**src/oob_fsm_regs.vh**
```
// register map, field positions, reset values and timing figures of the host-emulation link bring-up block
`ifndef OOB_FSM_REGS_VH
`define OOB_FSM_REGS_VH

// register byte offsets
`define CTRL_OFFSET 8'h00
`define STATUS_OFFSET 8'h04

// control fields
`define CTRL_ATTACH_BIT 0
`define CTRL_SAS_PATH_BIT 1
`define CTRL_RESET 32'h0000_0000

// status fields
`define STAT_STATE_LSB 0
`define STAT_RATE_LSB 16
`define STAT_REMOTE_WAKE_BIT 20
`define STAT_SYNC_BIT 21
`define STAT_LINK_UP_BIT 22

// bus encodings
`define HTRANS_NONSEQ 2'b10
`define HTRANS_SEQ 2'b11
`define HRESP_OKAY 1'b0
`define ZERO_WORD 32'h0000_0000

// link rates and counts
`define RATE_GEN1 2'b00
`define NON_ALIGN_RUN 2'h3
`define SYNC_RUN 2'h3

// timing figures
`define CLK_PERIOD_NS 8
`define COMSAS_TMO_NS 3500
`define D10_START_NS 533
`define ALIGN_TMO_US 880

`endif

```
**src/sata_host_emulation_oob_fsm.v**
```verilog
// link bring-up state machine: change reporting and host-emulation path toward an attached target
//
// Chosen here: the AHB-Lite register port and the register addresses.
`timescale 1ns/10ps
`include "oob_fsm_regs.vh"
// Operation
// - signal loss while in sas_link_ready enters attach_change_report
// - three non-ALIGN primitives in align_sending may enter attach_change_report
// - attach_change_report returns to sas_link_ready when attach flag and signal both one
// - attach_change_report goes to reset when signal absent after change scheduled
// - no COMSAS within 3.5 us enters wake_transmit; leave once COMWAKE sent
// - wait_for_wake holds until an incoming COMWAKE, then wait_for_wake_end
// - end of received COMWAKE moves to await_align
// - await_align transmits D10.2 continuously at the slowest rate
// - D10.2 starts within 533 ns of the received COMWAKE ending
// - ALIGN seen at any supported rate moves to speed_adjust
// - no ALIGN within 880 us of entering await_align returns to reset
// - speed_adjust takes the received rate, then enters align_sending
// - align_sending sends ALIGN until three consecutive non-ALIGN primitives arrive
// - sata_change_report requests CHANGE, then enters sata_link_ready once scheduled
// - sata_link_ready holds link up and sends link dwords; COMINIT resets
// - in attach mode, slumber or partial requests enter the power-save states
// - power-save states record whether a COMWAKE arrived from the far end
// - COMWAKE in slumber leads to wait_for_wake_end once the phy recovered
// - slumber request dropped with no COMWAKE seen leaves for wake_transmit, sending COMWAKE
// - partial state exits on COMWAKE or on its request dropping
// - dword synchronizer needs an error-free run before declaring sync
// - without dword sync, received primitives are withheld from align_sending; await_align takes ALIGN regardless of sync

module sata_host_emulation_oob_fsm #(
    parameter integer COMSAS_TMO_CYC = `COMSAS_TMO_NS / `CLK_PERIOD_NS,
    parameter integer ALIGN_TMO_CYC = `ALIGN_TMO_US * 1000 / `CLK_PERIOD_NS
) (
    input wire hclk,
    input wire hresetn,
    input wire hsel,
    input wire [31:0] haddr,
    input wire [1:0] htrans,
    input wire hwrite,
    input wire [2:0] hsize,
    input wire [31:0] hwdata,
    input wire hready,
    output reg [31:0] hrdata,
    output reg hreadyout,
    output reg hresp,
    input wire rx_signal_present,
    input wire sas_negotiation_done,
    input wire comsas_awaiting,
    input wire comsas_detected,
    input wire comwake_tx_done,
    input wire comwake_detected,
    input wire comwake_ended,
    input wire align_detected,
    input wire [1:0] align_rate,
    input wire rate_adjusted,
    input wire non_align_prim,
    input wire rx_dword_valid,
    input wire rx_dword_invalid,
    input wire cominit_detected,
    input wire change_scheduled,
    input wire phy_recovered,
    input wire link_slumber_request,
    input wire link_partial_request,
    output reg link_up_to_link_layer,
    output reg tx_comwake,
    output reg tx_d10_2,
    output reg tx_align,
    output reg tx_link_dwords,
    output reg [1:0] tx_rate,
    output reg change_request,
    output reg remote_wake,
    output reg dword_sync,
    output reg [12:0] phy_state
);

    // longest wait for D10.2 after COMWAKE ends; the machine starts it on the very next edge
    localparam integer D10_START_CYC = `D10_START_NS / `CLK_PERIOD_NS;

    // **********************************************************************
    // state encoding
    // **********************************************************************
    localparam [12:0] S_RESET = 13'h0001;
    localparam [12:0] S_SAS_READY = 13'h0002;
    localparam [12:0] S_ATTACH_CHG = 13'h0004;
    localparam [12:0] S_WAKE_TX = 13'h0008;
    localparam [12:0] S_WAIT_WAKE = 13'h0010;
    localparam [12:0] S_WAIT_WAKE_END = 13'h0020;
    localparam [12:0] S_AWAIT_ALIGN = 13'h0040;
    localparam [12:0] S_SPEED_ADJ = 13'h0080;
    localparam [12:0] S_ALIGN_SEND = 13'h0100;
    localparam [12:0] S_SATA_CHG = 13'h0200;
    localparam [12:0] S_SATA_READY = 13'h0400;
    localparam [12:0] S_DEEP_PS = 13'h0800;
    localparam [12:0] S_LIGHT_PS = 13'h1000;

    // **********************************************************************
    // bus slave
    // **********************************************************************
    reg [31:0] ctrl_r;
    reg wr_pend_r;
    reg [7:0] wr_addr_r;
    wire [7:0] addr_lo;
    wire addr_phase;
    wire sata_attach_flag;
    wire sas_path_change;

    assign addr_lo = haddr[7:0];
    assign addr_phase = hsel && hready && (htrans == `HTRANS_NONSEQ || htrans == `HTRANS_SEQ);
    assign sata_attach_flag = ctrl_r[`CTRL_ATTACH_BIT];
    assign sas_path_change = ctrl_r[`CTRL_SAS_PATH_BIT];

    function [31:0] read_mux;
        input [7:0] a;
        begin
            case (a)
                `CTRL_OFFSET: read_mux = ctrl_r;
                `STATUS_OFFSET: read_mux = {9'h000, link_up_to_link_layer, dword_sync, remote_wake,
                                            2'b00, tx_rate, 3'b000, phy_state};
                default: read_mux = `ZERO_WORD;
            endcase
        end
    endfunction

    // zero wait states: read data is captured in the address phase and stands through the data phase
    always @(posedge hclk or negedge hresetn)
    begin
        if (!hresetn)
        begin
            hrdata <= `ZERO_WORD;
            hreadyout <= 1'b0;
            hresp <= `HRESP_OKAY;
            wr_pend_r <= 1'b0;
            wr_addr_r <= 8'h00;
            ctrl_r <= `CTRL_RESET;
        end
        else
        begin
            hreadyout <= 1'b1;
            hresp <= `HRESP_OKAY;
            wr_pend_r <= addr_phase && hwrite;
            wr_addr_r <= addr_lo;
            if (addr_phase && !hwrite)
                hrdata <= read_mux(addr_lo);
            if (wr_pend_r && wr_addr_r == `CTRL_OFFSET)
                ctrl_r <= {30'h0000_0000, hwdata[1:0]};
        end
    end

    // **********************************************************************
    // dword synchronizer
    // **********************************************************************
    reg [1:0] sync_run_r;

    always @(posedge hclk or negedge hresetn)
    begin
        if (!hresetn)
        begin
            sync_run_r <= 2'b00;
            dword_sync <= 1'b0;
        end
        else if (!rx_signal_present || rx_dword_invalid)
        begin
            sync_run_r <= 2'b00;
            dword_sync <= 1'b0;
        end
        else if (rx_dword_valid && !dword_sync)
        begin
            sync_run_r <= sync_run_r + 2'b01;
            dword_sync <= (sync_run_r + 2'b01) == `SYNC_RUN;
        end
    end

    // primitives reach the align_sending counter only while in sync; await_align uses align_detected ungated
    wire non_align_ok;
    wire align_ok;

    assign non_align_ok = non_align_prim && dword_sync;
    assign align_ok = align_detected && dword_sync;

    // **********************************************************************
    // timers and counters
    // **********************************************************************
    reg [31:0] tmo_cnt_r;
    reg [1:0] non_align_cnt_r;
    reg state_entry_r;
    wire comsas_expired;
    wire align_expired;
    wire third_non_align;

    assign comsas_expired = comsas_awaiting && !comsas_detected && tmo_cnt_r >= COMSAS_TMO_CYC - 1;
    assign align_expired = tmo_cnt_r >= ALIGN_TMO_CYC - 1;
    assign third_non_align = non_align_ok && non_align_cnt_r == `NON_ALIGN_RUN - 2'h1;

    // **********************************************************************
    // state machine
    // **********************************************************************
    reg [12:0] state_nxt;

    always @*
    begin
        state_nxt = phy_state;
        case (phy_state)
            S_RESET:
                if (sas_negotiation_done)
                    state_nxt = S_SAS_READY;
                else if (comsas_expired)
                    state_nxt = S_WAKE_TX;
            S_SAS_READY:
                if (cominit_detected)
                    state_nxt = S_RESET;
                else if (!rx_signal_present)
                    state_nxt = S_ATTACH_CHG;
            S_ATTACH_CHG:
                if (change_scheduled)
                begin
                    if (!rx_signal_present)
                        state_nxt = S_RESET;
                    else if (sata_attach_flag)
                        state_nxt = S_SAS_READY;
                    else
                        state_nxt = S_RESET;
                end
            S_WAKE_TX:
                if (comwake_tx_done)
                    state_nxt = S_WAIT_WAKE;
            S_WAIT_WAKE:
                if (comwake_detected)
                    state_nxt = S_WAIT_WAKE_END;
            S_WAIT_WAKE_END:
                if (comwake_ended)
                    state_nxt = S_AWAIT_ALIGN;
            S_AWAIT_ALIGN:
                if (align_detected)
                    state_nxt = S_SPEED_ADJ;
                else if (align_expired)
                    state_nxt = S_RESET;
            S_SPEED_ADJ:
                if (rate_adjusted && !state_entry_r)
                    state_nxt = S_ALIGN_SEND;
            S_ALIGN_SEND:
                if (third_non_align)
                    state_nxt = sas_path_change ? S_ATTACH_CHG : S_SATA_CHG;
            S_SATA_CHG:
                if (change_scheduled)
                    state_nxt = S_SATA_READY;
            S_SATA_READY:
                if (cominit_detected)
                    state_nxt = S_RESET;
                else if (sata_attach_flag && link_slumber_request)
                    state_nxt = S_DEEP_PS;
                else if (sata_attach_flag && link_partial_request)
                    state_nxt = S_LIGHT_PS;
            S_DEEP_PS:
                if ((remote_wake || comwake_detected) && phy_recovered)
                    state_nxt = S_WAIT_WAKE_END;
                else if (!remote_wake && !comwake_detected && !link_slumber_request)
                    state_nxt = S_WAKE_TX;
            S_LIGHT_PS:
                if (comwake_detected)
                    state_nxt = S_WAIT_WAKE_END;
                else if (!link_partial_request)
                    state_nxt = S_WAKE_TX;
            default:
                state_nxt = S_RESET;
        endcase
    end

    always @(posedge hclk or negedge hresetn)
    begin
        if (!hresetn)
        begin
            phy_state <= S_RESET;
            state_entry_r <= 1'b1;
            tmo_cnt_r <= 32'h0000_0000;
            non_align_cnt_r <= 2'b00;
            remote_wake <= 1'b0;
            tx_rate <= `RATE_GEN1;
            link_up_to_link_layer <= 1'b0;
            tx_comwake <= 1'b0;
            tx_d10_2 <= 1'b0;
            tx_align <= 1'b0;
            tx_link_dwords <= 1'b0;
            change_request <= 1'b0;
        end
        else
        begin
            phy_state <= state_nxt;
            state_entry_r <= state_nxt != phy_state;
            // one counter serves the COMSAS wait in reset and the ALIGN wait; restarted on each state change
            if (state_nxt != phy_state || (phy_state == S_RESET && !comsas_awaiting))
                tmo_cnt_r <= 32'h0000_0000;
            else if (phy_state == S_RESET || phy_state == S_AWAIT_ALIGN)
                tmo_cnt_r <= tmo_cnt_r + 32'h0000_0001;
            if (phy_state != S_ALIGN_SEND || align_ok)
                non_align_cnt_r <= 2'b00;
            else if (non_align_ok)
                non_align_cnt_r <= non_align_cnt_r + 2'b01;
            if (state_nxt == S_DEEP_PS && phy_state != S_DEEP_PS)
                remote_wake <= 1'b0;
            else if (state_nxt == S_LIGHT_PS && phy_state != S_LIGHT_PS)
                remote_wake <= 1'b0;
            else if ((phy_state == S_DEEP_PS || phy_state == S_LIGHT_PS) && comwake_detected)
                remote_wake <= 1'b1;
            if (state_nxt == S_AWAIT_ALIGN)
                tx_rate <= `RATE_GEN1;
            else if (phy_state == S_SPEED_ADJ && state_entry_r)
                tx_rate <= align_rate;
            // drive flags follow the next state so they change with the state itself
            tx_comwake <= state_nxt == S_WAKE_TX;
            tx_d10_2 <= state_nxt == S_AWAIT_ALIGN;
            tx_align <= state_nxt == S_ALIGN_SEND;
            tx_link_dwords <= state_nxt == S_SATA_READY || state_nxt == S_SAS_READY;
            link_up_to_link_layer <= state_nxt == S_SATA_READY || state_nxt == S_SAS_READY;
            change_request <= state_nxt == S_SATA_CHG || state_nxt == S_ATTACH_CHG;
        end
    end

endmodule // sata_host_emulation_oob_fsm

```
**config.mk**
```make
export PLATFORM = sky130hd
export DESIGN_NAME = sata_host_emulation_oob_fsm
export DESIGN_NICKNAME = d
export VERILOG_FILES = /design/src/sata_host_emulation_oob_fsm.v
export VERILOG_INCLUDE_DIRS = /design/src /design/src/src
export SDC_FILE = /design/constraint.sdc
export NUM_CORES = 1
export LEC_CHECK = 0
export BUFFER_PORTS_ARGS = -buffer_cell sky130_fd_sc_hd__buf_2
export CAP_MARGIN = 20
export CELL_PAD_IN_SITES_DETAIL_PLACEMENT = 1
export CELL_PAD_IN_SITES_GLOBAL_PLACEMENT = 2
export CORE_ASPECT_RATIO = 1.75
export CORE_MARGIN = 2
export CORE_UTILIZATION = 31
export CTS_CLUSTER_SIZE = 14
export DETAILED_ROUTE_END_ITERATION = 10
export PLACE_DENSITY = 0.84
export RECOVER_POWER = 50
export SYNTH_ARGS = -nofsm -noshare
export SYNTH_HDL_FRONTEND = slang
export SYNTH_SLANG_ARGS = --single-unit
```
**constraint.sdc**
```tcl
create_clock -name hclk -period 4.2 [get_ports hclk]
set_clock_uncertainty 0.15 [all_clocks]
set_input_delay 0.84 -clock hclk [delete_from_list [all_inputs] [get_ports hclk]]
set_output_delay 0.84 -clock hclk [all_outputs]
set_load 0.01 [all_outputs]
```
==> results of run 1 <==
[worst min-delay path, cell delays in order, from the launching register on]
cell	delay [ps]
dfrtp_1	340
nand2_1	50
o21ai_0	70
[per-stage QoR]
stage | cell area [um2] | instances | util [%] | power [mW]
floorplan | 5520 | 629 | - | 1.57
global placement | 6170 | 916 | 35.5 | 1.87
detailed placement | 6170 | 916 | 35.5 | 1.91
CTS | 6470 | 932 | 37.3 | 2.78
global route | 6450 | 932 | 37.1 | 2.91
finish | 6450 | 932 | 37.1 | 2.77
[area by class of cell]
class / instances / area (um2) / share of cell area [%]
inverter: 16 / 60.1 / 0.931
multi-input combinational: 470 / 2950 / 45.7
sequential: 89 / 2230 / 34.6
timing repair buffer: 110 / 613 / 9.51
clock inverter: 7 / 82.6 / 1.28
tap: 231 / 289 / 4.48
clock buffer: 9 / 225 / 3.49
[final timing paths]
check	depth (start not counted)	slack (ps)	start	endpoint
max in group asynchronous	2	1740	hresetn	hrdata[1]$_DFFE_PN0P_
min in group asynchronous	1	810	hresetn	tmo_cnt_r[0]$_DFFE_PN0P_
max reg2reg	9	460	phy_state[1]$_DFF_PN0_	tmo_cnt_r[31]$_DFFE_PN0P_
max	9	460	phy_state[1]$_DFF_PN0_	tmo_cnt_r[31]$_DFFE_PN0P_
min	2	340	hrdata[0]$_DFFE_PN0P_	hrdata[0]$_DFFE_PN0P_
min reg2reg	2	340	hrdata[0]$_DFFE_PN0P_	hrdata[0]$_DFFE_PN0P_
[cells in the final DEF, fill, tap and decap left out, types with 6 or more instances in the layout]
cell type	n
dfrtp_1	87
buf_2	66
nor2_1	52
nand2_1	49
o21ai_0	41
nand3_1	33
buf_4	31
o32ai_1	21
a21oi_1	20
and3_1	17
inv_1	16
or3_1	16
a22o_1	16
conb_1	16
nand2b_1	13
nand4_1	12
clkbuf_1	12
nor4_1	11
nand4b_1	11
o31ai_1	10
nor3_1	9
a21o_1	9
clkbuf_16	9
a31oi_1	7
o211ai_1	6
[power by group]
part / leakage, nW / internal, mW / switching (mW)
registers: 1.20 / 0.897 / 0.0614
clock network: 0.145 / 0.473 / 0.388
logic: 1.48 / 0.293 / 0.655
[logic make-up (layout without fill, tap and decap cells)]
group	count (synthesis)	in the layout	synth area share [%]
simple gates	268	268	27.8
compound gates	166	166	21.4
flops	89	89	40.8
buf+inv	70	142	6.18
xor+xnor	8	8	1.28
mux	8	8	1.53
fa+ha+maj	4	4	0.916
other cells	2	16	0.137
[flip-flops by register name (all words and copies together) (netlist names), 2 cells and up]
register,cells
phy_state,13
tx_rate,2
tmo_cnt_r,32
wr_addr_r,8
sync_run_r,2
non_align_cnt_r,2
ctrl_r,2
hrdata,18
[layer usage]
| metal | vias to the layer above | global-route usage [%] |
|---|---|---|
| met2 | 122 | 41.1 |
| met1 | 2745 | 21.7 |
| li1 | 2448 | - |
| met5 | - | 0 |
| met4 | 0 | 9.46 |
| met3 | 54 | 3.23 |
==> flow_summary.toml, run 1 <==
[status]
status = "finished, violations left"
violations = "max-capacitance violations, max-slew violations"

[floorplan]
start_util_pct = 31.4
die_h_um = 180
coreArea_um2 = 17400
die_w_um = 104
fp.dieArea_um2 = 18700
num_rows = 64
ios = 150

[pwr]
irDropWorstVdd_mv = 0.261
powerDensity_nw_per_um2 = 429
power_leakage_nw = 2.83

[yosys]
syn_area_per_cell_um2 = 8.88
synthCells = 615
synth_largest_area_cell = "dfrtp_1"
ys_types = 65
ys.flop_type = "dfrtp_1"
synth_top_area_share_pct = 39.8
seq_area_frac_synth_pct = 40.8
async_flop_share_pct = 100
synth.most_common_cell = "dfrtp_1"
yosys-top-cells-area = "dfrtp_1, o21ai_0, nor2_1"
synth_edf_count = 0
ys_top_cells_by_count = "dfrtp_1, nor2_1, nand2_1, o21ai_0, nand3_1"
synth-seq-cells = 89
yosysWarnings = 0
synth_area_um2 = 5460

[timing]
hold_viol_final = 0
worst_pin_slew_ps = 1760
fin_crit_sh_pct = 89.0
setup_violations = 0
finalCriticalPeriod_ps = 3740
setup-tns-final_ps = 0
worst_hold_slack_ps = 344
finalMaxSlewViolations = 66
max_freq_mhz = 268
rsz0062_at_grt = "no"
worst_slack_ps = 464
slew_headroom_pct = -17.2

[routing]
antenna_left = 0
wl_per_cell_um = 21.0
dr_total_vias = 5369
totalWireLength_mm = 19.6
drt_iter0_markers = 215
vias_per_cell = 5.76
first_pass_iters = 4
wl_met2_mm = 11.3
wl_met1_mm = 7.09
routed.top_layer = "met4"
route.detailed.drc = 0
met3_length_um = 510

[worst_setup_path]
critPathArrivalTime_ps = 3840
end_kind = "flip-flop"
cpMaxStageDelayCell = "or4b_1"
worstSetupStartpointType = "flip-flop"
required_ps = 4300
worstSetupPathType = "reg2reg"
cpLargestDelayFamily = "simple AND/OR/NAND/NOR gates"
cp_num_buf_inv = 1
critPathMaxStageDelay_ps = 630
cp_max_fo = 29
crit_chain = "nor4_4 -> nand3_1 -> a211oi_1 -> a21oi_1 -> a2111oi_1 -> nor2_1 -> buf_4 -> or4b_1 -> o31ai_1"

[grt]
grt_max_degree = 66
antenna_found_initial = 0
grt_pass1_vias = 5867
grtUsageTotal_pct = 21.1
grt_overflow = 0
grt_pass1_wl_mm = 31.7

[clock_network]
clockRootBuffer = "clkbuf_16"
cts.sinks = 89
htree_levels = 3
cts_tree = "done"
cts_setup_buffers = 0
cts_buffers = 9
postCtsHoldBufs = 0
clock_latency_ps = 350
cts_buffer_depth = 2
cts-resized-gates = 0
clk_pin_slew_ps = 70

[place]
io_buffers = 76
pre_cts_ws_ps = 384
gp_congestion = 0.925
dp_hpwl_mm = 14.7

[final_layout]
num_antenna_cells = 0
area_delta_synth_final_pct = 18.0
finalNetCount = 793
fillers = 2107
drive_gt1_share_pct = 19.1

[worst_hold_path]
holdCritPathClass = "reg2reg"

[job]
drv_cap = 1
Power figures use the tool's default switching activity.
==> run 2: changes to the inputs <==
Settings changed: ABC_AREA set to 1, CORE_UTILIZATION 31 to 29, PLACE_DENSITY 0.84 to 0.83.
==> run 2 against run 1 <==
Net effect:
- the run still ends with max-capacitance violations, max-slew violations left
- routed wire length decreased by 10%
- via count decreased by 3.8%
- maximum frequency increased by 6.2%
- synthesized cell count increased by 21%
- clock power decreased by 5.7%
- non-clock buffer count decreased by 28
- final area decreased by 0.81%
- sequential share of layout area increased by 0.28 points
- critical path depth increased by 8
- global-route usage decreased by 2.9 points
==> flow_summary.toml, run 2 <==
[timing]
rsz0062_at_grt = "no"
worst_pin_slew_ps = 1690
finalCriticalPeriod_ps = 3520
hold_viol_final = 0
worst_hold_slack_ps = 329
setup-tns-final_ps = 0
finalMaxSlewViolations = 65
max_freq_mhz = 284
fin_crit_sh_pct = 83.7
setup_violations = 0
slew_headroom_pct = -12.6

[pwr]
p_sw_share_pct = 38.2
power_frac_seq_pct = 39.3
p_sw_uw = 897
clockPowerShare_pct = 34.5
powerDensity_nw_per_um2 = 367
comb_power_share_pct = 26.2
irDropWorstVdd_mv = 0.169
power_leakage_nw = 3.24
power.total_mw = 2.35
intPower_mw = 1.45

[yosys]
synth.most_common_cell = "nand2_1"
synth_area_um2 = 5570
yosysWarnings = 0
synth-seq-cells = 89
synth_top_area_share_pct = 39.1
seq_area_frac_synth_pct = 40.0
ys.flop_type = "dfrtp_1"
synth_edf_count = 0
async_flop_share_pct = 100
syn_area_per_cell_um2 = 7.49
ys_top_cells_by_count = "nand2_1, inv_1, dfrtp_1, nor2_1, nand3_1"
ys_types = 46
synthCells = 743
synth_largest_area_cell = "dfrtp_1"
yosys-top-cells-area = "dfrtp_1, nand2_1, inv_1"

[worst_setup_path]
crit_chain = "nor2_1 -> nand2_2 -> nor2_4 -> nand2_1 -> nor2_1 -> nand2_1 -> nand3_1 -> o21ai_1 -> inv_1 -> nand2_1 -> a21oi_1 -> inv_1 -> nor2_1 -> nand4_2 -> inv_2 -> nand2_1 -> o21ai_2"
required_ps = 4330
worstReg2RegEnd = "tmo_cnt_r[30]$_DFFE_PN0P_"
end_kind = "flip-flop"
r2r_cells = 17
timing.rr.start = "phy_state[2]$_DFF_PN0_"
cpMaxStageDelayCell = "inv_2"
rrSetupSlack_ps = 680
critPathMaxStageDelay_ps = 510
critPathArrivalTime_ps = 3650
cp_max_fo = 30
cpMostUsedCell = "nand2_1"
worstSetupStartpointType = "flip-flop"
worstSetupPathType = "reg2reg"

[routing]
vias_per_cell = 4.83
route.detailed.drc = 0
first_pass_iters = 4
wl_per_cell_um = 16.5
dr_total_vias = 5167
totalWireLength_mm = 17.6
drt_iter0_markers = 190
antenna_left = 0

[floorplan]
die_h_um = 187
coreArea_um2 = 19000
die_w_um = 109
ios = 150
fp.dieArea_um2 = 20400
num_rows = 67
start_util_pct = 29.3

[clock_network]
postCtsHoldBufs = 0
cts-resized-gates = 0
cts.sinks = 89
cts_buffer_depth = 2
clock_latency_ps = 370
clockRootBuffer = "clkbuf_16"
clk_pin_slew_ps = 70
cts_setup_buffers = 0
htree_levels = 3
cts_tree = "done"
cts_buffers = 9

[grt]
grt_pass1_vias = 5404
grt_max_degree = 65
antenna_found_initial = 0
grt_pass1_wl_mm = 28.2
grtUsageTotal_pct = 18.3
grt_overflow = 0

[final_layout]
finalNetCount = 920
multi_input_area_um2 = 2770
final_common_cell = "nand2_1"
drive_gt1_share_pct = 18.4
fillers = 2411
fin_area_um2 = 6400
fin_util_pct = 33.6
layout_common_cells = "nand2_1, inv_1, dfrtp_1"
area_delta_synth_final_pct = 14.9
seq_area_um2 = 2230
largest_register_ffs = 32
largest-register = "tmo_cnt_r"
num_antenna_cells = 0
largestRegisters = "tmo_cnt_r: 32 flops, hrdata: 18 flops, phy_state: 13 flops"

[place]
io_buffers = 76
placed_cell_area_um2 = 6130
dp_hpwl_mm = 14.1
gp_congestion = 0.965

[worst_hold_path]
hold_end = "hrdata[9]$_DFFE_PN0P_"
holdCritPathClass = "reg2reg"
min_from = "hrdata[9]$_DFFE_PN0P_"
hold_depth = 2

[status]
status = "finished, violations left"
violations = "max-capacitance violations, max-slew violations"

[job]
drv_cap = 1
run 2: changes by cell type after synthesis, sizes merged, moves of 22 or more:
cell | previous run | this run
nand2 | 50 | 189
inv | 16 | 108
clkbuf | 27 | 3
nor2 | 52 | 93
o21ai | 42 | 69
o32ai | 22 | 0
run 2: area by class of cell:
class	instances	share of cell area, %
clock buffer	9	3.52
clock inverter	7	0.978
inverter	109	6.40
multi-input combinational	532	43.2
sequential	89	34.9
tap	241	4.71
timing repair buffer	82	6.30
run 2: routing by layer:
layer	part of all wire, %	track usage (%)	vias up
met5	0	0	-
met4	4.6	9.47	0
met3	2.9	2.82	36
met2	57	35.4	111
met1	35	17.8	2502
li1	-	-	2518
run 2: cells by family (layout without fill, tap and decap cells):
logic type,after synthesis,in the layout,share of synthesized area (%)
AND/OR/NAND/NOR,383,383,31.5
buffers and inverters,136,207,11.2
AO/OA/AOI/OAI,105,105,12.4
flip-flops,89,89,40.0
XOR/XNOR,22,22,3.46
adder cells (fa/ha/maj),4,4,0.899
other,2,16,0.135
multiplexers,2,2,0.404
run 2: per-stage QoR:
stage	worst slack (ps)	instances
after floorplan	1670	757
after global placement	641	1053
after detailed placement	656	1053
after CTS	620	1069
after global routing	295	1069
final	683	1069
run 2: power groups by stage:
stage	combinational (mW)	sequential [mW]	clock, mW
floorplan	0.485	0.939	0
global placement	0.622	0.939	0
detailed placement	0.628	0.940	0
CTS	0.630	0.924	0.835
global route	0.685	0.929	0.873
finish	0.615	0.924	0.812
run 2: worst max path at each step:
stage                                endpoint              startpoint  slack, ps  depth (start not counted)
CTS                 tmo_cnt_r[30]$_DFFE_PN0P_  phy_state[5]$_DFF_PN0_        620                         17
global route        tmo_cnt_r[30]$_DFFE_PN0P_  phy_state[5]$_DFF_PN0_        290                         17
finish              tmo_cnt_r[30]$_DFFE_PN0P_  phy_state[2]$_DFF_PN0_        680                         17
floorplan           tmo_cnt_r[25]$_DFFE_PN0P_        comwake_detected       1670                         12
global placement    tmo_cnt_r[10]$_DFFE_PN0P_        comwake_detected        640                         17
detailed placement  tmo_cnt_r[13]$_DFFE_PN0P_        comwake_detected        660                         17
run 2: worst max-delay path: cells and delay by family, from the launching register on:
kind	cells	cell delay (ps)
simple gates	11	1850
flops	1	420
compound gates	3	370
buf+inv	3	640
